$ cat config.mk
export PLATFORM = sky130hd
export DESIGN_NAME = mnre_exec
export DESIGN_NICKNAME = d
export VERILOG_FILES = /design/src/logic/mnre_pkg.sv /design/src/logic/mnre_alu.sv /design/src/logic/mnre_exec.sv
export VERILOG_INCLUDE_DIRS = /design/src /design/src/logic
export SDC_FILE = /design/constraint.sdc
export NUM_CORES = 1
export LEC_CHECK = 0
export BUFFER_PORTS_ARGS = -buffer_cell sky130_fd_sc_hd__buf_4
export CAP_MARGIN = 5
export CORE_UTILIZATION = 40
export CTS_BUF_LIST = sky130_fd_sc_hd__clkbuf_4 sky130_fd_sc_hd__clkbuf_8 sky130_fd_sc_hd__clkbuf_16
export DETAILED_ROUTE_END_ITERATION = 12
export PLACE_DENSITY = 0.63
export SYNTH_ARGS = -nofsm -noshare
export SYNTH_HDL_FRONTEND = slang
export SYNTH_SLANG_ARGS = --single-unit
$ cat constraint.sdc
create_clock -name i_clk_sys -period 12 [get_ports i_clk_sys]
set_input_delay 0.6 -clock i_clk_sys [delete_from_list [all_inputs] [get_ports i_clk_sys]]
set_output_delay 0.6 -clock i_clk_sys [all_outputs]
set_load 0.005 [all_outputs]
$ cat src/logic/mnre_cfg.svh
// constants of the multiply / negate / return execution block
// assumes inclusion by bare name from logic/
`ifndef MNRE_CFG_SVH
`define MNRE_CFG_SVH

// opcode patterns
`define MNRE_OP_MUL_HI   8'h34
`define MNRE_OP_NEG_HI   7'h16
`define MNRE_OP_RET      16'h0005
`define MNRE_OP_NOP      16'h0000

// field positions
`define MNRE_GID_BIT     4
`define MNRE_SEL_BIT     8
`define MNRE_RUN_BIT     0

// register byte offsets
`define MNRE_OFF_WORK    8'h00
`define MNRE_OFF_PROD    8'h04
`define MNRE_OFF_FLAGS   8'h08
`define MNRE_OFF_STATUS  8'h0c
`define MNRE_OFF_PC      8'h10
`define MNRE_OFF_PCLAT   8'h14
`define MNRE_OFF_CTRL    8'h18
`define MNRE_OFF_STATE   8'h1c

// reset values
`define MNRE_RST_BYTE    8'h00
`define MNRE_RST_STATUS  8'h10
`define MNRE_RST_CTRL    8'h01
`define MNRE_RST_PC      16'h0000

`endif

$ cat src/logic/mnre_pkg.sv
// types shared by the execution block and its arithmetic unit
// assumes nothing beyond a SystemVerilog compiler
package mnre_pkg;

  typedef enum logic [1:0] {PH_Q1, PH_Q2, PH_Q3, PH_Q4} mnre_phase_e;

  typedef enum logic [2:0] {OP_IDLE, OP_MUL, OP_NEG, OP_NOP, OP_RET, OP_OTHER} mnre_op_e;

  typedef struct packed {
    logic ov;
    logic c;
    logic dc;
    logic z;
  } mnre_flags_s;

  typedef struct packed {
    logic [7:0] addr;
    logic [7:0] wdata;
    logic       we;
  } mnre_file_req_s;

  typedef struct packed {
    logic [15:0] prod;
    logic [7:0]  neg;
    mnre_flags_s flags;
  } mnre_alu_s;

endpackage

$ cat src/logic/mnre_alu.sv
// arithmetic for the execution block: unsigned 8x8 product and negation
// assumes operands are stable through the phase that samples the result
`timescale 1ns/1ns
module mnre_alu (
  // operands
  input  wire logic [7:0]         i_work,
  input  wire logic [7:0]         i_opnd,
  // results
  output mnre_pkg::mnre_alu_s     o_res
);

  logic [7:0] inv_w;
  logic [8:0] sum_full;
  logic [4:0] sum_low;

  assign inv_w    = ~i_work;
  assign sum_full = {1'b0, inv_w} + 9'h001;
  assign sum_low  = {1'b0, inv_w[3:0]} + 5'h01;

  assign o_res.prod     = 16'(i_work) * 16'(i_opnd);
  assign o_res.neg      = sum_full[7:0];
  assign o_res.flags.c  = sum_full[8];
  assign o_res.flags.dc = sum_low[4];
  // adding +1 to a positive value can only overflow into the sign bit
  assign o_res.flags.ov = ~inv_w[7] & sum_full[7];
  assign o_res.flags.z  = (sum_full[7:0] == 8'h00);

endmodule // mnre_alu

$ cat src/logic/mnre_exec.sv
// execution of multiply_by_file, negate_working, no_operation and
// return_from_interrupt over four phases per instruction cycle, with an APB slave
// assumes instructions, file data and stack top are synchronous to i_clk_sys
`timescale 1ns/1ns
`include "mnre_cfg.svh"

// How it works
// - upper byte 0x34 decodes multiply_by_file
// - working_register times file byte into product pair
// - multiply leaves working and file registers
// - multiply touches no status flag
// - upper bits 0010110 decode negate_working
// - negation is invert then add one
// - select 0 writes working and file
// - select 1 writes file only
// - negate updates overflow, carry, digit carry, zero
// - code 0x0005 decodes return_from_interrupt
// - return pops stack top into program counter
// - return clears global_interrupt_disable, status bit 4
module mnre_exec (
  // clock, reset, enable
  input  wire logic                      i_clk_sys,
  input  wire logic                      i_rst,
  input  wire logic                      i_ce,
  // apb slave
  input  wire logic                      i_psel,
  input  wire logic                      i_penable,
  input  wire logic                      i_pwrite,
  input  wire logic [7:0]                i_paddr,
  input  wire logic [31:0]               i_pwdata,
  output logic      [31:0]               o_prdata,
  output logic                           o_pready,
  output logic                           o_pslverr,
  // instruction issue
  input  wire logic                      i_instr_valid,
  input  wire logic [15:0]               i_instr,
  output logic                           o_instr_ready,
  // file register port
  output mnre_pkg::mnre_file_req_s       o_file,
  input  wire logic [7:0]                i_file_rdata,
  // hardware stack
  output logic                           o_stack_pop,
  input  wire logic [15:0]               i_stack_top,
  // core state
  output logic      [15:0]               o_pc,
  output mnre_pkg::mnre_phase_e          o_phase,
  output logic                           o_glbl_int_disable
);

  mnre_pkg::mnre_phase_e    phase;
  mnre_pkg::mnre_op_e       op;
  mnre_pkg::mnre_op_e       dec_op;
  mnre_pkg::mnre_flags_s    flags;
  mnre_pkg::mnre_file_req_s file_q;
  mnre_pkg::mnre_alu_s      alu;
  logic                     second;
  logic                     sel_s;
  logic [7:0]               opnd;
  logic [7:0]               work_reg;
  logic [7:0]               prod_h;
  logic [7:0]               prod_l;
  logic [7:0]               plat;
  logic [7:0]               ctrl;
  logic [7:0]               cpu_status;
  logic [15:0]              pc;
  logic                     pop_q;
  logic [31:0]              prdata_q;

  // decode
  logic is_q1, is_q2, is_q3, is_q4, run, take;
  logic op_mul, op_neg, op_ret, op_nop;
  logic adv_pc, neg_to_w;

  assign is_q1  = (phase == mnre_pkg::PH_Q1);
  assign is_q2  = (phase == mnre_pkg::PH_Q2);
  assign is_q3  = (phase == mnre_pkg::PH_Q3);
  assign is_q4  = (phase == mnre_pkg::PH_Q4);
  assign run    = ctrl[`MNRE_RUN_BIT];
  assign take   = is_q1 & ~second & run & i_instr_valid;
  assign op_mul = (op == mnre_pkg::OP_MUL);
  assign op_neg = (op == mnre_pkg::OP_NEG);
  assign op_ret = (op == mnre_pkg::OP_RET);
  assign op_nop = (op == mnre_pkg::OP_NOP);

  assign dec_op = (i_instr[15:8] == `MNRE_OP_MUL_HI) ? mnre_pkg::OP_MUL :
                  (i_instr[15:9] == `MNRE_OP_NEG_HI) ? mnre_pkg::OP_NEG :
                  (i_instr == `MNRE_OP_RET)          ? mnre_pkg::OP_RET :
                  (i_instr == `MNRE_OP_NOP)          ? mnre_pkg::OP_NOP :
                  mnre_pkg::OP_OTHER;

  // every decoded word but return moves on by one word
  assign adv_pc   = is_q4 & (op != mnre_pkg::OP_IDLE) & ~op_ret;
  assign neg_to_w = is_q4 & op_neg & ~sel_s;

  // apb decode
  logic apb_wr, apb_setup;
  logic hit_w, hit_prod, hit_flags, hit_sta, hit_pc, hit_plat, hit_ctrl, hit_state, hit;
  logic [31:0] rd_mux;

  assign apb_wr    = i_psel & i_penable & i_pwrite & i_ce;
  assign apb_setup = i_psel & ~i_penable;
  assign hit_w     = (i_paddr == `MNRE_OFF_WORK);
  assign hit_prod  = (i_paddr == `MNRE_OFF_PROD);
  assign hit_flags = (i_paddr == `MNRE_OFF_FLAGS);
  assign hit_sta   = (i_paddr == `MNRE_OFF_STATUS);
  assign hit_pc    = (i_paddr == `MNRE_OFF_PC);
  assign hit_plat  = (i_paddr == `MNRE_OFF_PCLAT);
  assign hit_ctrl  = (i_paddr == `MNRE_OFF_CTRL);
  assign hit_state = (i_paddr == `MNRE_OFF_STATE);
  assign hit       = hit_w | hit_prod | hit_flags | hit_sta | hit_pc | hit_plat
                   | hit_ctrl | hit_state;

  assign rd_mux = hit_w     ? {24'h000000, work_reg} :
                  hit_prod  ? {16'h0000, prod_h, prod_l} :
                  hit_flags ? {28'h0000000, flags} :
                  hit_sta   ? {24'h000000, cpu_status} :
                  hit_pc    ? {16'h0000, pc} :
                  hit_plat  ? {24'h000000, plat} :
                  hit_ctrl  ? {24'h000000, ctrl} :
                  hit_state ? {28'h0000000, second, 1'b0, phase} :
                  32'h00000000;

  // a frozen block cannot take a write, so the bus waits with it
  assign o_pready  = i_ce;
  assign o_pslverr = i_psel & i_penable & ~hit;
  assign o_prdata  = prdata_q;

  assign o_instr_ready      = is_q1 & ~second & run & i_ce;
  assign o_file             = file_q;
  assign o_stack_pop        = pop_q;
  assign o_pc               = pc;
  assign o_phase            = phase;
  assign o_glbl_int_disable = cpu_status[`MNRE_GID_BIT];

  mnre_alu u_alu (
    .i_work (work_reg),
    .i_opnd (opnd),
    .o_res  (alu)
  );

  // phase sequencer and instruction latch
  always_ff @(posedge i_clk_sys or posedge i_rst) begin
    if (i_rst) begin
      phase  <= mnre_pkg::PH_Q1;
      op     <= mnre_pkg::OP_IDLE;
      sel_s  <= 1'b0;
      second <= 1'b0;
    end else if (i_ce) begin
      phase <= mnre_pkg::mnre_phase_e'(phase + 2'd1);
      if (is_q1) begin
        op    <= take ? dec_op : mnre_pkg::OP_IDLE;
        sel_s <= i_instr[`MNRE_SEL_BIT];
      end
      if (is_q4) begin
        second <= op_ret;
      end
    end
  end

  // operand fetch and file port
  always_ff @(posedge i_clk_sys or posedge i_rst) begin
    if (i_rst) begin
      opnd   <= `MNRE_RST_BYTE;
      file_q <= '0;
    end else if (i_ce) begin
      if (take) begin
        file_q.addr <= i_instr[7:0];
      end
      if (is_q2) begin
        opnd <= i_file_rdata;
      end
      // multiply never raises the write strobe
      file_q.we <= is_q3 & op_neg;
      if (is_q3) begin
        file_q.wdata <= alu.neg;
      end
    end
  end

  // working register, products, flags
  always_ff @(posedge i_clk_sys or posedge i_rst) begin
    if (i_rst) begin
      work_reg <= `MNRE_RST_BYTE;
      prod_h   <= `MNRE_RST_BYTE;
      prod_l   <= `MNRE_RST_BYTE;
      flags    <= '0;
    end else if (i_ce) begin
      // hardware write wins over a bus write in the same cycle
      if (neg_to_w) begin
        work_reg <= alu.neg;
      end else if (apb_wr && hit_w) begin
        work_reg <= i_pwdata[7:0];
      end
      if (is_q4 && op_mul) begin
        prod_h <= alu.prod[15:8];
        prod_l <= alu.prod[7:0];
      end
      if (is_q4 && op_neg) begin
        flags <= alu.flags;
      end else if (apb_wr && hit_flags) begin
        flags <= i_pwdata[3:0];
      end
    end
  end

  // status, program counter, stack pop
  always_ff @(posedge i_clk_sys or posedge i_rst) begin
    if (i_rst) begin
      cpu_status <= `MNRE_RST_STATUS;
      pc         <= `MNRE_RST_PC;
      pop_q      <= 1'b0;
    end else if (i_ce) begin
      if (apb_wr && hit_sta) begin
        cpu_status <= i_pwdata[7:0];
      end
      // later assignment lets a return clear beat a software set
      if (is_q3 && op_ret) begin
        cpu_status[`MNRE_GID_BIT] <= 1'b0;
      end
      pop_q <= is_q3 & op_ret;
      if (is_q4 && op_ret) begin
        pc <= i_stack_top;
      end else if (adv_pc) begin
        pc <= pc + 16'h0001;
      end
    end
  end

  // software registers and read data
  always_ff @(posedge i_clk_sys or posedge i_rst) begin
    if (i_rst) begin
      plat     <= `MNRE_RST_BYTE;
      ctrl     <= `MNRE_RST_CTRL;
      prdata_q <= 32'h00000000;
    end else if (i_ce) begin
      if (apb_wr && hit_plat) begin
        plat <= i_pwdata[7:0];
      end
      if (apb_wr && hit_ctrl) begin
        ctrl <= i_pwdata[7:0];
      end
      if (apb_setup) begin
        prdata_q <= rd_mux;
      end
    end
  end

  // checks
  // antecedents carry i_ce so a frozen block never trips a check
  // expectations use operands as they stood, not the unit's outputs
  a_mul_product: assert property (@(posedge i_clk_sys) disable iff (i_rst)
    (i_ce && is_q4 && op_mul) |=> ({prod_h, prod_l} == $past(work_reg) * $past(opnd)))
    else $error("product pair does not hold the multiply result");

  a_mul_keeps_regs: assert property (@(posedge i_clk_sys) disable iff (i_rst)
    (i_ce && is_q3 && op_mul) |=> (!file_q.we ##1 $stable(work_reg)))
    else $error("multiply disturbed working or file register");

  a_mul_no_flags: assert property (@(posedge i_clk_sys) disable iff (i_rst)
    (i_ce && is_q4 && op_mul && !(apb_wr && hit_flags)) |=> $stable(flags))
    else $error("multiply changed a status flag");

  a_neg_file_wr: assert property (@(posedge i_clk_sys) disable iff (i_rst)
    (i_ce && is_q3 && op_neg) |=> (file_q.we && file_q.wdata == 8'(~$past(work_reg) + 8'h01)))
    else $error("negate file write missing or wrong");

  a_neg_to_work: assert property (@(posedge i_clk_sys) disable iff (i_rst)
    (i_ce && is_q4 && op_neg && !sel_s) |=> (work_reg == 8'(~$past(work_reg) + 8'h01)))
    else $error("negate with select 0 did not update working register");

  a_neg_file_only: assert property (@(posedge i_clk_sys) disable iff (i_rst)
    (i_ce && is_q4 && op_neg && sel_s && !(apb_wr && hit_w)) |=> $stable(work_reg))
    else $error("negate with select 1 changed working register");

  a_neg_zero_flag: assert property (@(posedge i_clk_sys) disable iff (i_rst)
    (i_ce && is_q4 && op_neg) |=> (flags.z == ($past(work_reg) == 8'h00)))
    else $error("negate zero flag wrong");

  a_neg_carry_ov: assert property (@(posedge i_clk_sys) disable iff (i_rst)
    (i_ce && is_q4 && op_neg) |=>
      (flags.c == ($past(work_reg) == 8'h00) && flags.ov == ($past(work_reg) == 8'h80)))
    else $error("negate carry or overflow flag wrong");

  a_neg_digit_carry: assert property (@(posedge i_clk_sys) disable iff (i_rst)
    (i_ce && is_q4 && op_neg) |=> (flags.dc == ($past(work_reg[3:0]) == 4'h0)))
    else $error("negate digit carry flag wrong");

  a_ret_gid_clear: assert property (@(posedge i_clk_sys) disable iff (i_rst)
    (i_ce && is_q3 && op_ret) |=> (!o_glbl_int_disable && o_stack_pop))
    else $error("return did not clear interrupt disable or pop");

  a_ret_pc_load: assert property (@(posedge i_clk_sys) disable iff (i_rst)
    (i_ce && is_q4 && op_ret) |=> (pc == $past(i_stack_top) && second && !o_instr_ready))
    else $error("return did not load stack top or skip one cycle");

  a_ret_latch_kept: assert property (@(posedge i_clk_sys) disable iff (i_rst)
    (i_ce && op_ret && !(apb_wr && hit_plat)) |=> $stable(plat))
    else $error("return changed pc_high_latch");

  a_nop_advance: assert property (@(posedge i_clk_sys) disable iff (i_rst)
    (i_ce && is_q4 && op_nop) |=> (pc == $past(pc) + 16'h0001 && $stable(work_reg)))
    else $error("no_operation did more than advance the program counter");

endmodule // mnre_exec

---- After elaboration in Yosys (flattened, before gate mapping) ----
Index checks and enable logic that the tools add are counted.
storage, ports and cells
  register bits after elaboration ......... 133
  bits of input ports ..................... 87
  output and inout bits ................... 72
  word-level logic and storage cells ...... 126
operators by class
  $add $sub $neg .......................... 4
  $mul .................................... 1
  eq/ne operators ......................... 16
  multiplexer cells ....................... 21
  bitwise gates (word level) .............. 30
  reduce and logical (&&, ||, !) cells .... 32
operator list
  kind                     number
  $mux W16                 7
  $eq A8 B5 Y1 const B     4
  $mux W8                  4
  $reduce_and A2 Y1        14
  $add A16 B1 Y16 const B  1
  $and A1 B1 Y1            16
  $eq A16 B3 Y1 const B    1
  $eq A8 B4 Y1 const B     2
  $logic_not A16 Y1        1
  $logic_not A8 Y1         2
  $mul A8 B8 Y16           1
  $mux W3                  5
  $mux W4                  3
  $add A8 B1 Y9 const B    1
  $logic_and A1 B1 Y1      9
  $eq A8 B3 Y1 const B     1
  $eq A8 B6 Y1 const B     1
  $not A8 Y8               1
  $reduce_bool A2 Y1       4
  $eq A7 B5 Y1 const B     1
  $or A1 B1 Y1             7
  $not A1 Y1               6
  $add A4 B1 Y5 const B    1
  $mux W5                  1
  9 further kinds          10

---- Logic depth before layout (Yosys ltp) ----
Gate-level depths: netlist (run 1).
  word-level depth ........................ 10
  mapped depth ............................ 17
  depth with buffers taken out ............ 15

---- Cells and area by module ----
Synthesis (run 1) repeated with hierarchy kept, for this count alone.
second synthesis, totals
  cell total of the unflattened synthesis .. 828
  area, all modules ....................... 8326.7 µm²
by module, submodules not included
  module     instances  cells an instance  area an instance (µm²)  seq. area each (µm²)
  mnre_exec  1          534                5925.7                  2930.3
  mnre_alu   1          294                2401.1                  0.0

---- Worst setup path before layout (run 1) ----
No wires, ideal clock.
  path type ............................... register -> register
  start ................................... reg work_reg[3]
  end ..................................... reg prod_h[7]
  library setup time ...................... 0.094 ns
  arrival time ............................ 4.346 ns
  required time ........................... 11.906 ns
  setup slack ............................. 7.560 ns
  cell stages (with the launch flop) ...... 16
  buffers on the path ..................... 2
  period minus slack after synthesis ...... 4.440 ns
  cells stage by stage .................... dfrtp_1 -> clkbuf_1 -> clkbuf_1 -> and2_1 -> fa_1 -> fa_1 -> fa_1 -> inv_1 -> fa_1 -> inv_1 -> ha_1 -> o21a_1 -> o21ai_0 -> a211oi_1 -> a211o_1 -> a211oi_1
on the way
  longest elaborated chain between the ends .. 1
RTL lines
  item                    line              source
  start, declared         mnre_exec.sv:59   logic [7:0] work_reg;
  start signal, assigned  mnre_exec.sv:183  work_reg <= `MNRE_RST_BYTE;
  start signal, assigned  mnre_exec.sv:190  work_reg <= alu.neg;
  start signal, assigned  mnre_exec.sv:192  work_reg <= i_pwdata[7:0];
  $mul A8 B8 Y16          mnre_alu.sv:20    assign o_res.prod = 16'(i_work) * 16'(i_opnd);
  end signal, assigned    mnre_exec.sv:184  prod_h <= `MNRE_RST_BYTE;
  end signal, assigned    mnre_exec.sv:195  prod_h <= alu.prod[15:8];
  end, declared           mnre_exec.sv:60   logic [7:0] prod_h;
No other way between the ends.
A chain may end at the register's enable or synchronous reset.

---- Worst setup path after layout (run 1) ----
Ends and elaborated chain as after synthesis.

==> results of run 1 <==
[per-stage QoR]
step / util, % / cells / area, um2 / worst slack, ps / total power [W]
after floorplan: - / 866 / 8160 / 7560 / 0.000554
after global placement: 46.5 / 1198 / 9140 / 7350 / 0.000632
after detailed placement: 46.5 / 1198 / 9140 / 7280 / 0.000635
after CTS: 49.8 / 1230 / 9800 / 7280 / 0.00120
after global routing: 49.8 / 1230 / 9800 / 6940 / 0.00124
final: 49.8 / 1230 / 9800 / 7290 / 0.00119
[report_power, final]
part | switching (W) | internal (W) | total [W]
Clock | 0.000197 | 0.000370 | 0.000567
Combinational | 0.0000720 | 0.0000756 | 0.000148
Sequential | 0.0000526 | 0.000427 | 0.000479
Total | 0.000322 | 0.000872 | 0.00119
[path summary, 6_finish.rpt]
kind	endpoint	slack, ps	cells after the start
setup / recovery	prod_h[7]$_DFFE_PP0P_	7290	13
hold / removal	o_pc[1]$_DFFE_PP0P_	240	2
setup reg to reg	prod_h[7]$_DFFE_PP0P_	7290	13
hold reg to reg	o_prdata[5]$_DFFE_PP0P_	480	2
max in group asynchronous	opnd[6]$_DFFE_PP0P_	10360	3
min in group i_clk_sys	opnd[7]$_DFFE_PP0P_	410	2
[cells by family (layout without fill, tap and decap cells)]
kind of cell | count (synthesis) | count (layout) | share of synthesized area (%)
adder cells (fa/ha/maj) | 79 | 79 | 15.5
buffers and inverters | 123 | 222 | 6.64
flip-flops | 117 | 117 | 36.1
AND/OR/NAND/NOR | 287 | 287 | 17.9
AO/OA/AOI/OAI | 164 | 164 | 12.9
XOR/XNOR | 14 | 14 | 1.51
multiplexers | 66 | 66 | 9.40
other | 1 | 16 | 0.0463
[synth_stat cells, types with 2 or more instances]
cell type                     n  share of area [%]
sky130_fd_sc_hd__a211oi_1     8               0.74
sky130_fd_sc_hd__a21o_1       6               0.56
sky130_fd_sc_hd__a21oi_1     41                2.5
sky130_fd_sc_hd__a221o_1      2               0.25
sky130_fd_sc_hd__a221oi_1    10                1.1
sky130_fd_sc_hd__a22o_1       2               0.22
sky130_fd_sc_hd__a2bb2oi_1    6               0.65
sky130_fd_sc_hd__a31oi_1      6               0.46
sky130_fd_sc_hd__and2_1      53                4.1
sky130_fd_sc_hd__and3_1       9               0.69
sky130_fd_sc_hd__buf_2       10               0.62
sky130_fd_sc_hd__buf_4       17                1.6
sky130_fd_sc_hd__clkbuf_1    29                1.3
sky130_fd_sc_hd__dfrtp_1    115                 35
sky130_fd_sc_hd__dfstp_2      2               0.65
sky130_fd_sc_hd__fa_1        36                8.9
sky130_fd_sc_hd__ha_1        43                6.6
sky130_fd_sc_hd__inv_1       67                3.1
sky130_fd_sc_hd__mux2_2      47                6.5
sky130_fd_sc_hd__mux2i_1     15                1.9
sky130_fd_sc_hd__mux4_2       3               0.83
sky130_fd_sc_hd__nand2_1     86                4.0
sky130_fd_sc_hd__nand2b_1     3               0.23
sky130_fd_sc_hd__nand3_1     17                1.0
sky130_fd_sc_hd__nand4_1      4               0.31
sky130_fd_sc_hd__nor2_1      63                2.9
sky130_fd_sc_hd__nor2b_1      8               0.62
sky130_fd_sc_hd__nor3_1      19                1.2
sky130_fd_sc_hd__nor4_1       3               0.23
sky130_fd_sc_hd__o21a_1       6               0.56
sky130_fd_sc_hd__o21ai_0     43                2.7
sky130_fd_sc_hd__o22a_1       3               0.32
sky130_fd_sc_hd__o22ai_1     10               0.77
sky130_fd_sc_hd__o31a_1       2               0.22
sky130_fd_sc_hd__o31ai_1      8               0.74
sky130_fd_sc_hd__or2_2        3               0.23
sky130_fd_sc_hd__or3_1        5               0.39
sky130_fd_sc_hd__or4_1        2               0.19
sky130_fd_sc_hd__xnor2_1      5               0.54
sky130_fd_sc_hd__xor2_1       9               0.97
[cell type report]
class                      count  area, um2  share of cell area [%]
clock buffer                  17        425                    4.34
inverter                      67        254                    2.59
clock inverter                15        229                    2.34
multi-input combinational    626       4700                    48.0
sequential                   117       2930                    29.9
timing repair buffer         123        923                    9.43
tap                          265        332                    3.38
[layer usage]
metal | track usage, % | vias up | share of wire, %
met2 | 32.2 | 176 | 45
met3 | 2.62 | 31 | 4.5
met1 | 30.2 | 3143 | 49
met5 | 0 | - | 0
met4 | 7.42 | 0 | 1.8
li1 | - | 3110 | -
[critical path, stage by stage (launching register included)]
cell	delay (ps)
sky130_fd_sc_hd__dfrtp_1	780
sky130_fd_sc_hd__and2_1	240
sky130_fd_sc_hd__fa_1	440
sky130_fd_sc_hd__fa_1	520
sky130_fd_sc_hd__fa_1	560
sky130_fd_sc_hd__inv_1	60
sky130_fd_sc_hd__fa_1	530
sky130_fd_sc_hd__inv_1	40
sky130_fd_sc_hd__ha_1	320
sky130_fd_sc_hd__o21a_1	150
sky130_fd_sc_hd__o21ai_0	100
sky130_fd_sc_hd__a211oi_1	500
sky130_fd_sc_hd__a21oi_1	140
sky130_fd_sc_hd__a211oi_1	230
==> metrics.txt, run 1 <==
# TYPE chip_impl_metric gauge
chip_impl_info{name="status",value="finished, final reports clean"} 1
chip_impl_metric{name="power_per_cell_area",unit="nW/um2"} 122
chip_impl_info{name="cp-start-kind",value="flip-flop"} 1
chip_impl_metric{name="final_hold_vios",unit=""} 0
chip_impl_metric{name="coreArea",unit="um2"} 19700
chip_impl_metric{name="grt_pass1_vias",unit=""} 6331
chip_impl_metric{name="finalSetupTns",unit="ps"} 0
chip_impl_metric{name="largest_net_degree_at_the_start_of_global_routing",unit=""} 76
chip_impl_metric{name="detail_route.vias_per_cell",unit=""} 5.25
chip_impl_metric{name="synth_enable_flop_cells",unit=""} 0
chip_impl_metric{name="post_route_cells_drive_above_1_share",unit="%"} 22.8
chip_impl_metric{name="worst_slew_pin_slew",unit="ps"} 1070
chip_impl_metric{name="cts.path.max_buffers",unit=""} 2
chip_impl_metric{name="global_route_wire_length_before_repair",unit="um"} 33500
chip_impl_info{name="layout.cells.most_common",value="sky130_fd_sc_hd__buf_4"} 1
chip_impl_metric{name="top_level_ports",unit=""} 159
chip_impl_metric{name="postCtsSetupBuffers",unit=""} 0
chip_impl_metric{name="finClkSkew",unit="ps"} 11.4
chip_impl_info{name="final_cell_mix",value="sky130_fd_sc_hd__buf_4 (123), sky130_fd_sc_hd__dfrtp_1 (115), sky130_fd_sc_hd__nand2_1 (86), sky130_fd_sc_hd__inv_1 (66), sky130_fd_sc_hd__nor2_1 (63)"} 1
chip_impl_metric{name="finalCritPeriodShare",unit="%"} 39.3
chip_impl_info{name="predominant_post_synthesis_flop_cell",value="sky130_fd_sc_hd__dfrtp_1"} 1
chip_impl_metric{name="port_buffers",unit=""} 118
chip_impl_metric{name="yosys.cell_types.count",unit=""} 65
chip_impl_metric{name="synthArstFlopShare",unit="%"} 100
chip_impl_metric{name="cts_repair_resizes",unit=""} 0
chip_impl_metric{name="path_max_fanout",unit=""} 19
chip_impl_metric{name="worst_case_headroom_to_the_max_slew_limit",unit="%"} 28.6
chip_impl_metric{name="die_area",unit="um2"} 20800
chip_impl_metric{name="finalWeightedCongestion",unit=""} 0.829
chip_impl_metric{name="start_util",unit="%"} 41.3
chip_impl_metric{name="grt_overflow_total",unit=""} 0
chip_impl_metric{name="clk-insertion-delay-late",unit="ps"} 420
chip_impl_metric{name="antenna-diode-count",unit=""} 0
chip_impl_metric{name="detailedRoute.firstPassIterationCount",unit=""} 5
chip_impl_metric{name="worst_setup_hold_path_clk_slew",unit="ps"} 60
chip_impl_metric{name="die_h",unit="um"} 144
chip_impl_metric{name="hold_slack",unit="ps"} 236
chip_impl_metric{name="maximum_capacitance_violations",unit=""} 0
chip_impl_metric{name="floorplan.die.width",unit="um"} 144
chip_impl_metric{name="syn_inst",unit=""} 851
chip_impl_metric{name="h-tree-depth",unit=""} 4
chip_impl_info{name="setup_repair_after_global_routing_missed_its_margin",value="false"} 1
chip_impl_info{name="setup.worst_path.start",value="work_reg[3]$_DFFE_PP0P_"} 1
chip_impl_metric{name="clock_sink_count",unit=""} 117
chip_impl_metric{name="num-fill-cells",unit=""} 1876
chip_impl_metric{name="cts_hold_buf",unit=""} 0
chip_impl_info{name="r2r-start",value="work_reg[3]$_DFFE_PP0P_"} 1
chip_impl_metric{name="synth.avg_cell_area",unit="um2"} 9.53
chip_impl_info{name="worst-setup-path-type",value="flip-flop to flip-flop"} 1
chip_impl_metric{name="ant_nets",unit=""} 0
chip_impl_metric{name="route.detailed.drc",unit=""} 0
chip_impl_info{name="tritoncts_clock_tree",value="built"} 1
chip_impl_metric{name="vias",unit=""} 6460
chip_impl_info{name="clock-root-buffer",value="sky130_fd_sc_hd__clkbuf_16"} 1
chip_impl_metric{name="cts_inserted_buffers",unit=""} 17
chip_impl_metric{name="max-vdd-ir-drop",unit="mV"} 0.0951
chip_impl_metric{name="groute.usage.overall",unit="%"} 20.9
chip_impl_info{name="timing.hold.worst.class",value="primary input to async pin"} 1
chip_impl_metric{name="grt_antenna_before_repair",unit=""} 0
chip_impl_metric{name="crit_arrival",unit="ps"} 5040
chip_impl_metric{name="post_synth_instance_area",unit="um2"} 8110
chip_impl_metric{name="drt_first_iter_violations",unit=""} 418
chip_impl_metric{name="cp_data_required_time",unit="ps"} 12320
chip_impl_metric{name="max_freq",unit="MHz"} 212
chip_impl_metric{name="yosys_register_bits",unit=""} 117
chip_impl_metric{name="area_growth_syn_to_layout",unit="%"} 20.8
chip_impl_metric{name="final_net_count",unit=""} 1118
chip_impl_metric{name="power_leakage",unit="nW"} 4.83
chip_impl_metric{name="largest_register_ff_count",unit=""} 17
chip_impl_metric{name="yosys_warnings",unit=""} 0
chip_impl_metric{name="aggregate_routed_wire_length",unit="um"} 20400
chip_impl_metric{name="hpwl",unit="um"} 15200
chip_impl_metric{name="wl_per_cell",unit="um"} 16.6
chip_impl_metric{name="seq_area_frac_synth",unit="%"} 36.1
chip_impl_metric{name="core.rowCount",unit=""} 51
chip_impl_metric{name="layout_min_cycle_time",unit="ps"} 4710
chip_impl_info{name="crit_path_end_kind",value="flip-flop"} 1
chip_impl_metric{name="slew_viol_final",unit=""} 0
chip_impl_metric{name="setup_viol",unit=""} 0
Note: power is estimated with default switching activity, not from simulation.
==> inputs of run 2 (changes only) <==
==> constraint.sdc (replaced) <==
create_clock -name i_clk_sys -period 4.58 [get_ports i_clk_sys]
set_input_delay 0.229 -clock i_clk_sys [delete_from_list [all_inputs] [get_ports i_clk_sys]]
set_output_delay 0.229 -clock i_clk_sys [all_outputs]
set_load 0.005 [all_outputs]
==> run 2 against run 1 <==
Net effect:
- combinational power increased to 2.7 times the previous value
- sequential power increased to 2.6 times the previous value
- via count decreased by 0.65%
- global-route usage decreased by 0.13 points
- core utilization increased by 0.39 points
- worst setup slack got worse by 7000 ps
- fmax increased by 9.0%
- sequential cell count unchanged
- sequential share of layout area decreased by 0.24 points
- non-clock buffer count increased by 10
==> metrics.txt, run 2 (same netlist as run 1, synthesis figures left out) <==
# TYPE chip_impl_metric gauge
chip_impl_metric{name="setup_viol",unit=""} 0
chip_impl_metric{name="final_hold_vios",unit=""} 0
chip_impl_info{name="status",value="finished, final reports clean"} 1
chip_impl_metric{name="coreArea",unit="um2"} 19700
chip_impl_metric{name="route.met2.wl",unit="um"} 9290
chip_impl_metric{name="met3WireLength",unit="um"} 1070
chip_impl_metric{name="grt_overflow_total",unit=""} 0
chip_impl_metric{name="die_h",unit="um"} 144
chip_impl_metric{name="finalWeightedCongestion",unit=""} 0.834
chip_impl_metric{name="detail_route.vias_per_cell",unit=""} 5.18
chip_impl_metric{name="p_clk_share",unit="%"} 47.3
chip_impl_metric{name="worstPathBufferInverterCount",unit=""} 2
chip_impl_metric{name="h-tree-depth",unit=""} 4
chip_impl_info{name="reg2reg_to",value="prod_h[7]$_DFFE_PP0P_"} 1
chip_impl_info{name="r2r-start",value="opnd[4]$_DFFE_PP0P_"} 1
chip_impl_metric{name="worstSetupPathDepth",unit=""} 13
chip_impl_metric{name="crit_arrival",unit="ps"} 4660
chip_impl_metric{name="multiInputGateArea",unit="um2"} 4710
chip_impl_metric{name="cts_inserted_buffers",unit=""} 17
chip_impl_metric{name="final-seq-area",unit="um2"} 2930
chip_impl_metric{name="dpl-instance-area",unit="um2"} 9220
chip_impl_info{name="most_frequent_cell_on_critical_path",value="sky130_fd_sc_hd__fa_1"} 1
chip_impl_metric{name="clk-insertion-delay-late",unit="ps"} 420
chip_impl_metric{name="top_level_ports",unit=""} 159
chip_impl_metric{name="maximum_capacitance_violations",unit=""} 0
chip_impl_metric{name="slew_viol_final",unit=""} 0
chip_impl_metric{name="finalCritPeriodShare",unit="%"} 94.5
chip_impl_metric{name="grt_pass1_vias",unit=""} 6226
chip_impl_metric{name="worst_case_headroom_to_the_max_slew_limit",unit="%"} 24.8
chip_impl_metric{name="route.detailed.drc",unit=""} 0
chip_impl_metric{name="detailedRoute.firstPassIterationCount",unit=""} 6
chip_impl_metric{name="aggregate_routed_wire_length",unit="um"} 20300
chip_impl_metric{name="internal_power",unit="W"} 0.00229
chip_impl_info{name="setup.worst_path.start",value="opnd[4]$_DFFE_PP0P_"} 1
chip_impl_metric{name="post_route_cells_drive_above_1_share",unit="%"} 23.7
chip_impl_metric{name="total_switching_power",unit="W"} 0.000840
chip_impl_metric{name="final_net_count",unit=""} 1128
chip_impl_metric{name="area_growth_syn_to_layout",unit="%"} 21.8
chip_impl_info{name="critPathSlowestCell",value="sky130_fd_sc_hd__fa_1"} 1
chip_impl_metric{name="ant_nets",unit=""} 0
chip_impl_info{name="crit_path_end_kind",value="flip-flop"} 1
chip_impl_metric{name="global_route_wire_length_before_repair",unit="um"} 33000
chip_impl_metric{name="worst_slew_pin_slew",unit="ps"} 1130
chip_impl_metric{name="p_seq_share",unit="%"} 39.8
chip_impl_metric{name="largest_net_degree_at_the_start_of_global_routing",unit=""} 80
chip_impl_info{name="critical_path.top_delay_family",value="adder cells"} 1
chip_impl_metric{name="drt_first_iter_violations",unit=""} 437
chip_impl_info{name="crit_path_cell_trace",value="and2_1 > fa_1 > fa_1 > fa_1 > inv_1 > fa_1 > inv_1 > ha_1 > o21a_1 > o21ai_1 > a211oi_2 > a211o_1 > a211oi_1"} 1
chip_impl_info{name="clock-root-buffer",value="sky130_fd_sc_hd__clkbuf_16"} 1
chip_impl_metric{name="path_max_fanout",unit=""} 9
chip_impl_metric{name="core.rowCount",unit=""} 51
chip_impl_metric{name="switching_share",unit="%"} 26.8
chip_impl_metric{name="cts.path.max_buffers",unit=""} 2
chip_impl_metric{name="clock_sink_count",unit=""} 117
chip_impl_metric{name="power_leakage",unit="nW"} 4.88
chip_impl_metric{name="worst_setup_hold_path_clk_slew",unit="ps"} 60
chip_impl_info{name="worst-setup-path-type",value="flip-flop to flip-flop"} 1
chip_impl_metric{name="grt_antenna_before_repair",unit=""} 0
chip_impl_info{name="layout.cells.most_common",value="sky130_fd_sc_hd__buf_4"} 1
chip_impl_info{name="timing.hold.worst.class",value="primary input to async pin"} 1
chip_impl_metric{name="groute.usage.overall",unit="%"} 20.8
chip_impl_metric{name="hpwl",unit="um"} 15500
chip_impl_metric{name="layout_min_cycle_time",unit="ps"} 4330
chip_impl_metric{name="die_area",unit="um2"} 20800
chip_impl_metric{name="port_buffers",unit=""} 118
chip_impl_metric{name="largest_register_ff_count",unit=""} 17
chip_impl_metric{name="max_freq",unit="MHz"} 231
chip_impl_metric{name="layout.cell_area.non_filler",unit="um2"} 9870
chip_impl_metric{name="r2r_cells",unit=""} 13
chip_impl_info{name="final_cell_mix",value="sky130_fd_sc_hd__buf_4 (133), sky130_fd_sc_hd__dfrtp_1 (115), sky130_fd_sc_hd__nand2_1 (86), sky130_fd_sc_hd__inv_1 (66), sky130_fd_sc_hd__nor2_1 (63)"} 1
chip_impl_metric{name="cts_hold_buf",unit=""} 0
chip_impl_info{name="cp-start-kind",value="flip-flop"} 1
chip_impl_metric{name="start_util",unit="%"} 41.3
chip_impl_info{name="setup_repair_after_global_routing_missed_its_margin",value="false"} 1
chip_impl_metric{name="floorplan.die.width",unit="um"} 144
chip_impl_metric{name="antenna-diode-count",unit=""} 0
chip_impl_info{name="tritoncts_clock_tree",value="built"} 1
chip_impl_metric{name="power.combinational.fraction",unit="%"} 12.9
chip_impl_metric{name="wl_per_cell",unit="um"} 16.4
chip_impl_metric{name="power_per_cell_area",unit="nW/um2"} 317
chip_impl_metric{name="finClkSkew",unit="ps"} 12.4
chip_impl_metric{name="cp_data_required_time",unit="ps"} 4910
chip_impl_metric{name="crit_path_max_incr_delay",unit="ps"} 560
chip_impl_metric{name="finalSetupTns",unit="ps"} 0
chip_impl_metric{name="setup.reg_to_reg.worst_slack",unit="ps"} 250
chip_impl_info{name="highest_routed_metal_layer",value="met4"} 1
chip_impl_metric{name="vias",unit=""} 6418
chip_impl_metric{name="max-vdd-ir-drop",unit="mV"} 0.232
chip_impl_metric{name="num-fill-cells",unit=""} 1889
chip_impl_info{name="cp-endpoint",value="prod_h[7]$_DFFE_PP0P_"} 1
chip_impl_metric{name="met1_wl",unit="um"} 9650
==> run 2: how the worst min path moves through the flow <==
stage                                      from               endpoint  slack, ps  cells after the start
final                                     i_rst    o_pc[1]$_DFFE_PP0P_         30                      2
after global routing            i_file_rdata[6]    opnd[6]$_DFFE_PP0P_         20                      2
after CTS                       i_file_rdata[6]    opnd[6]$_DFFE_PP0P_         20                      2
after detailed placement         i_stack_top[0]    o_pc[0]$_DFFE_PP0P_        470                      2
after global placement    prod_l[0]$_DFFE_PP0P_  prod_l[0]$_DFFE_PP0P_        460                      2
after floorplan                  i_stack_top[0]    o_pc[0]$_DFFE_PP0P_        370                      1
==> run 2: per-stage QoR <==
stage / cells / power [W] / setup slack, ps / hold WS (ps) / util [%]
floorplan: 866 / 0.00145 / 140 / 374 / -
global placement: 1208 / 0.00166 / 271 / 459 / 46.9
detailed placement: 1208 / 0.00168 / 213 / 466 / 46.9
CTS: 1240 / 0.00316 / 190 / 17.2 / 50.2
global route: 1240 / 0.00327 / 36.4 / 20.7 / 50.2
finish: 1240 / 0.00313 / 254 / 26.9 / 50.2
==> run 2: power by group through the flow <==
| stage | registers (W) | logic [W] | clock network, W |
|---|---|---|---|
| final | 0.00125 | 0.000404 | 0.00148 |
| after global routing | 0.00127 | 0.000457 | 0.00154 |
| after CTS | 0.00125 | 0.000411 | 0.00150 |
| after detailed placement | 0.00127 | 0.000409 | 0 |
| after global placement | 0.00126 | 0.000400 | 0 |
| after floorplan | 0.00122 | 0.000237 | 0 |
==> run 2: layer usage <==
layer	up-vias	global-route usage, %
met4	0	6.70
li1	3136	-
met3	24	3.94
met2	172	32.4
met1	3086	29.1
met5	-	0
==> run 2: timing repair <==
item / in CTS / in global routing
setup buffers: 0 / 0
endpoints found under the setup margin: 0 / 2
gates resized for setup: 0 / 2
endpoints found under the hold margin: 0 / 0
==> run 2: final cells by class <==
cell class | count | share of cell area [%]
multi-input cells | 626 | 47.7
flip-flops and latches | 117 | 29.7
repair buffers | 133 | 10.1
clock buffers | 17 | 4.31
well taps | 265 | 3.36
inverters | 67 | 2.57
clock inverters | 15 | 2.29
==> inputs of run 3 (changes only) <==
--- a/config.mk
+++ b/config.mk
@@ -12,6 +12,7 @@
 export CTS_BUF_LIST = sky130_fd_sc_hd__clkbuf_4 sky130_fd_sc_hd__clkbuf_8 sky130_fd_sc_hd__clkbuf_16
 export DETAILED_ROUTE_END_ITERATION = 12
 export PLACE_DENSITY = 0.63
+export REMOVE_ABC_BUFFERS = 1
 export SYNTH_ARGS = -nofsm -noshare
 export SYNTH_HDL_FRONTEND = slang
 export SYNTH_SLANG_ARGS = --single-unit
==> constraint.sdc (replaced) <==
create_clock -name i_clk_sys -period 4.58 [get_ports i_clk_sys]
set_input_delay 0.916 -clock i_clk_sys [delete_from_list [all_inputs] [get_ports i_clk_sys]]
set_output_delay 0.916 -clock i_clk_sys [all_outputs]
set_load 0.005 [all_outputs]
==> run 3 against run 2 <==
Net effect:
- critical path depth unchanged
- sequential power barely moved
- cell count barely moved
- fmax decreased by 0.72%
- worst setup slack worse by 31 ps
- die area stayed put
- critical endpoint unchanged
- hold slack better by 450 ps
- clock skew shrank 2.6 ps
- combinational power is 2% lower
==> metrics.txt, run 3 (same netlist as run 1, synthesis figures left out) <==
# TYPE chip_impl_metric gauge
chip_impl_metric{name="use_met2",unit="%"} 31.8
chip_impl_metric{name="aggregate_routed_wire_length",unit="um"} 20300
chip_impl_metric{name="start_util",unit="%"} 41.3
chip_impl_metric{name="worst_slew_pin_slew",unit="ps"} 1110
chip_impl_metric{name="port_buffers",unit=""} 118
chip_impl_metric{name="finClkSkew",unit="ps"} 9.79
chip_impl_metric{name="worst_case_headroom_to_the_max_slew_limit",unit="%"} 26.0
chip_impl_metric{name="slew_viol_final",unit=""} 0
chip_impl_metric{name="antenna-diode-count",unit=""} 0
chip_impl_metric{name="drt_first_iter_violations",unit=""} 450
chip_impl_info{name="tritoncts_clock_tree",value="built"} 1
chip_impl_info{name="crit_path_cell_trace",value="and2_1 > fa_1 > fa_1 > fa_1 > inv_1 > fa_1 > inv_1 > ha_1 > o21a_1 > o21ai_1 > a211oi_2 > a211o_1 > a211oi_1"} 1
chip_impl_metric{name="detailedRoute.firstPassIterationCount",unit=""} 5
chip_impl_info{name="cp-start-kind",value="flip-flop"} 1
chip_impl_info{name="reg2reg_to",value="prod_h[7]$_DFFE_PP0P_"} 1
chip_impl_metric{name="final_hold_vios",unit=""} 0
chip_impl_metric{name="die_area",unit="um2"} 20800
chip_impl_metric{name="crit_path_max_incr_delay",unit="ps"} 550
chip_impl_metric{name="setup.reg_to_reg.worst_slack",unit="ps"} 220
chip_impl_metric{name="cts.path.max_buffers",unit=""} 2
chip_impl_metric{name="min_path_cells",unit=""} 2
chip_impl_metric{name="maximum_capacitance_violations",unit=""} 0
chip_impl_info{name="worst_hold_startpoint",value="prod_l[0]$_DFFE_PP0P_"} 1
chip_impl_metric{name="finalSetupTns",unit="ps"} 0
chip_impl_metric{name="final_core_utilization",unit="%"} 50.2
chip_impl_info{name="grt.busiest_layer",value="met2"} 1
chip_impl_metric{name="cts_inserted_buffers",unit=""} 17
chip_impl_metric{name="max_freq",unit="MHz"} 230
chip_impl_metric{name="area_growth_syn_to_layout",unit="%"} 21.7
chip_impl_metric{name="coreArea",unit="um2"} 19700
chip_impl_metric{name="crit_arrival",unit="ps"} 4680
chip_impl_metric{name="worst_setup_hold_path_clk_slew",unit="ps"} 60
chip_impl_metric{name="setup_viol",unit=""} 0
chip_impl_metric{name="worstPathBufferInverterCount",unit=""} 2
chip_impl_info{name="critical_path.top_delay_family",value="adder cells"} 1
chip_impl_metric{name="power_leakage",unit="nW"} 4.88
chip_impl_metric{name="grt_pass1_vias",unit=""} 6358
chip_impl_metric{name="grt_overflow_total",unit=""} 0
chip_impl_metric{name="groute.usage.overall",unit="%"} 21.0
chip_impl_info{name="layout.cells.most_common",value="sky130_fd_sc_hd__buf_4"} 1
chip_impl_metric{name="post_route_cells_drive_above_1_share",unit="%"} 23.9
chip_impl_info{name="most_frequent_cell_on_critical_path",value="sky130_fd_sc_hd__fa_1"} 1
chip_impl_info{name="final_cell_mix",value="sky130_fd_sc_hd__buf_4 (133), sky130_fd_sc_hd__dfrtp_1 (115), sky130_fd_sc_hd__nand2_1 (86), sky130_fd_sc_hd__inv_1 (66), sky130_fd_sc_hd__nor2_1 (63)"} 1
chip_impl_metric{name="core.rowCount",unit=""} 51
chip_impl_info{name="hold-path-endpoint",value="prod_l[0]$_DFFE_PP0P_"} 1
chip_impl_metric{name="max-vdd-ir-drop",unit="mV"} 0.288
chip_impl_metric{name="clk-insertion-delay-late",unit="ps"} 420
chip_impl_metric{name="path_max_fanout",unit=""} 9
chip_impl_metric{name="route.detailed.drc",unit=""} 0
chip_impl_metric{name="die_h",unit="um"} 144
chip_impl_metric{name="vias",unit=""} 6438
chip_impl_info{name="status",value="finished, final reports clean"} 1
chip_impl_info{name="critPathSlowestCell",value="sky130_fd_sc_hd__fa_1"} 1
chip_impl_metric{name="global_route_wire_length_before_repair",unit="um"} 33500
chip_impl_metric{name="h-tree-depth",unit=""} 4
chip_impl_metric{name="cp_data_required_time",unit="ps"} 4900
chip_impl_metric{name="detail_route.vias_per_cell",unit=""} 5.19
chip_impl_metric{name="power_per_cell_area",unit="nW/um2"} 308
chip_impl_metric{name="hpwl",unit="um"} 15000
chip_impl_info{name="crit_path_end_kind",value="flip-flop"} 1
chip_impl_metric{name="cts_hold_buf",unit=""} 0
chip_impl_info{name="clock-root-buffer",value="sky130_fd_sc_hd__clkbuf_16"} 1
chip_impl_metric{name="largest_register_ff_count",unit=""} 17
chip_impl_metric{name="layout_min_cycle_time",unit="ps"} 4360
chip_impl_metric{name="top_level_ports",unit=""} 159
chip_impl_metric{name="largest_net_degree_at_the_start_of_global_routing",unit=""} 66
chip_impl_metric{name="finalCritPeriodShare",unit="%"} 95.1
chip_impl_metric{name="ant_nets",unit=""} 0
chip_impl_info{name="r2r-start",value="opnd[7]$_DFFE_PP0P_"} 1
chip_impl_info{name="setup_repair_after_global_routing_missed_its_margin",value="false"} 1
chip_impl_metric{name="gr-usage-met1",unit="%"} 30.2
chip_impl_metric{name="r2r_cells",unit=""} 13
chip_impl_info{name="worst-setup-path-type",value="flip-flop to flip-flop"} 1
chip_impl_metric{name="finalWeightedCongestion",unit=""} 0.828
chip_impl_metric{name="grt_antenna_before_repair",unit=""} 0
chip_impl_metric{name="floorplan.die.width",unit="um"} 144
chip_impl_metric{name="final_net_count",unit=""} 1129
chip_impl_metric{name="wl_per_cell",unit="um"} 16.4
chip_impl_metric{name="gr_util_met3",unit="%"} 3.51
chip_impl_info{name="timing.hold.worst.class",value="flip-flop to flip-flop"} 1
chip_impl_metric{name="clock_sink_count",unit=""} 117
run 3: changes by cell type in the layout (fill, tap and decap cells not counted), sizes merged:
cell / delta
buf: +1
clkinv: +1
bufinv: -2
clkinvlp: +1
clkbuf: +3
inv: -3
run 3: worst max path at each step:
stage	startpoint	to	slack, ps	cells after the start
floorplan	work_reg[3]$_DFFE_PP0P_	prod_h[7]$_DFFE_PP0P_	370	13
global placement	opnd[7]$_DFFE_PP0P_	prod_h[7]$_DFFE_PP0P_	180	13
detailed placement	opnd[7]$_DFFE_PP0P_	prod_h[7]$_DFFE_PP0P_	160	13
CTS	opnd[7]$_DFFE_PP0P_	prod_h[7]$_DFFE_PP0P_	130	13
global route	opnd[7]$_DFFE_PP0P_	prod_h[7]$_DFFE_PP0P_	30	13
finish	opnd[7]$_DFFE_PP0P_	prod_h[7]$_DFFE_PP0P_	220	13
run 3: final cells by class:
| type | count | area (um2) |
|---|---|---|
| Inverter | 67 | 254 |
| Tap cell | 265 | 332 |
| Fill cell | 1889 | 9790 |
| Sequential cell | 117 | 2930 |
| Multi-Input combinational cell | 626 | 4710 |
| Clock inverter | 12 | 153 |
| Timing Repair Buffer | 134 | 1020 |
| Clock buffer | 20 | 467 |
run 3: metrics by stage:
step	setup slack, ps	std cells	hold slack, ps	power (W)	area (um2)
6_report	223	1241	475	0.00304	9870
5_1_grt	32.8	1241	500	0.00317	9870
4_1_cts	132	1241	477	0.00306	9860
3_5_place_dp	161	1209	460	0.00167	9240
3_3_place_gp	181	1209	464	0.00166	9240
2_1_floorplan	373	810	434	0.00143	7880
run 3: power by group:
group          total (W)  leakage [nW]  switching (W)  internal [W]
Combinational   0.000397          3.02       0.000195      0.000202
Clock            0.00139         0.294       0.000490      0.000896
Sequential       0.00125          1.57       0.000134       0.00112
Total            0.00304          4.88       0.000819       0.00222
run 3: repair_timing:
item                                    in CTS  in global routing
endpoints found under the setup margin       0                  2
buffers inserted                             0                  0
resized for setup                            0                  3
run 3: per-layer routing:
layer,wire (um),vias to the layer above
met1,10100,3120
met5,0,-
li1,-,3143
met4,342,0
met3,970,22
met2,8950,153
run 3: tightest hold or removal path, stage by stage, from the launching register on:
cell,delay (ps)
sky130_fd_sc_hd__dfrtp_1,350
sky130_fd_sc_hd__nand2_1,50
sky130_fd_sc_hd__nand2_1,50
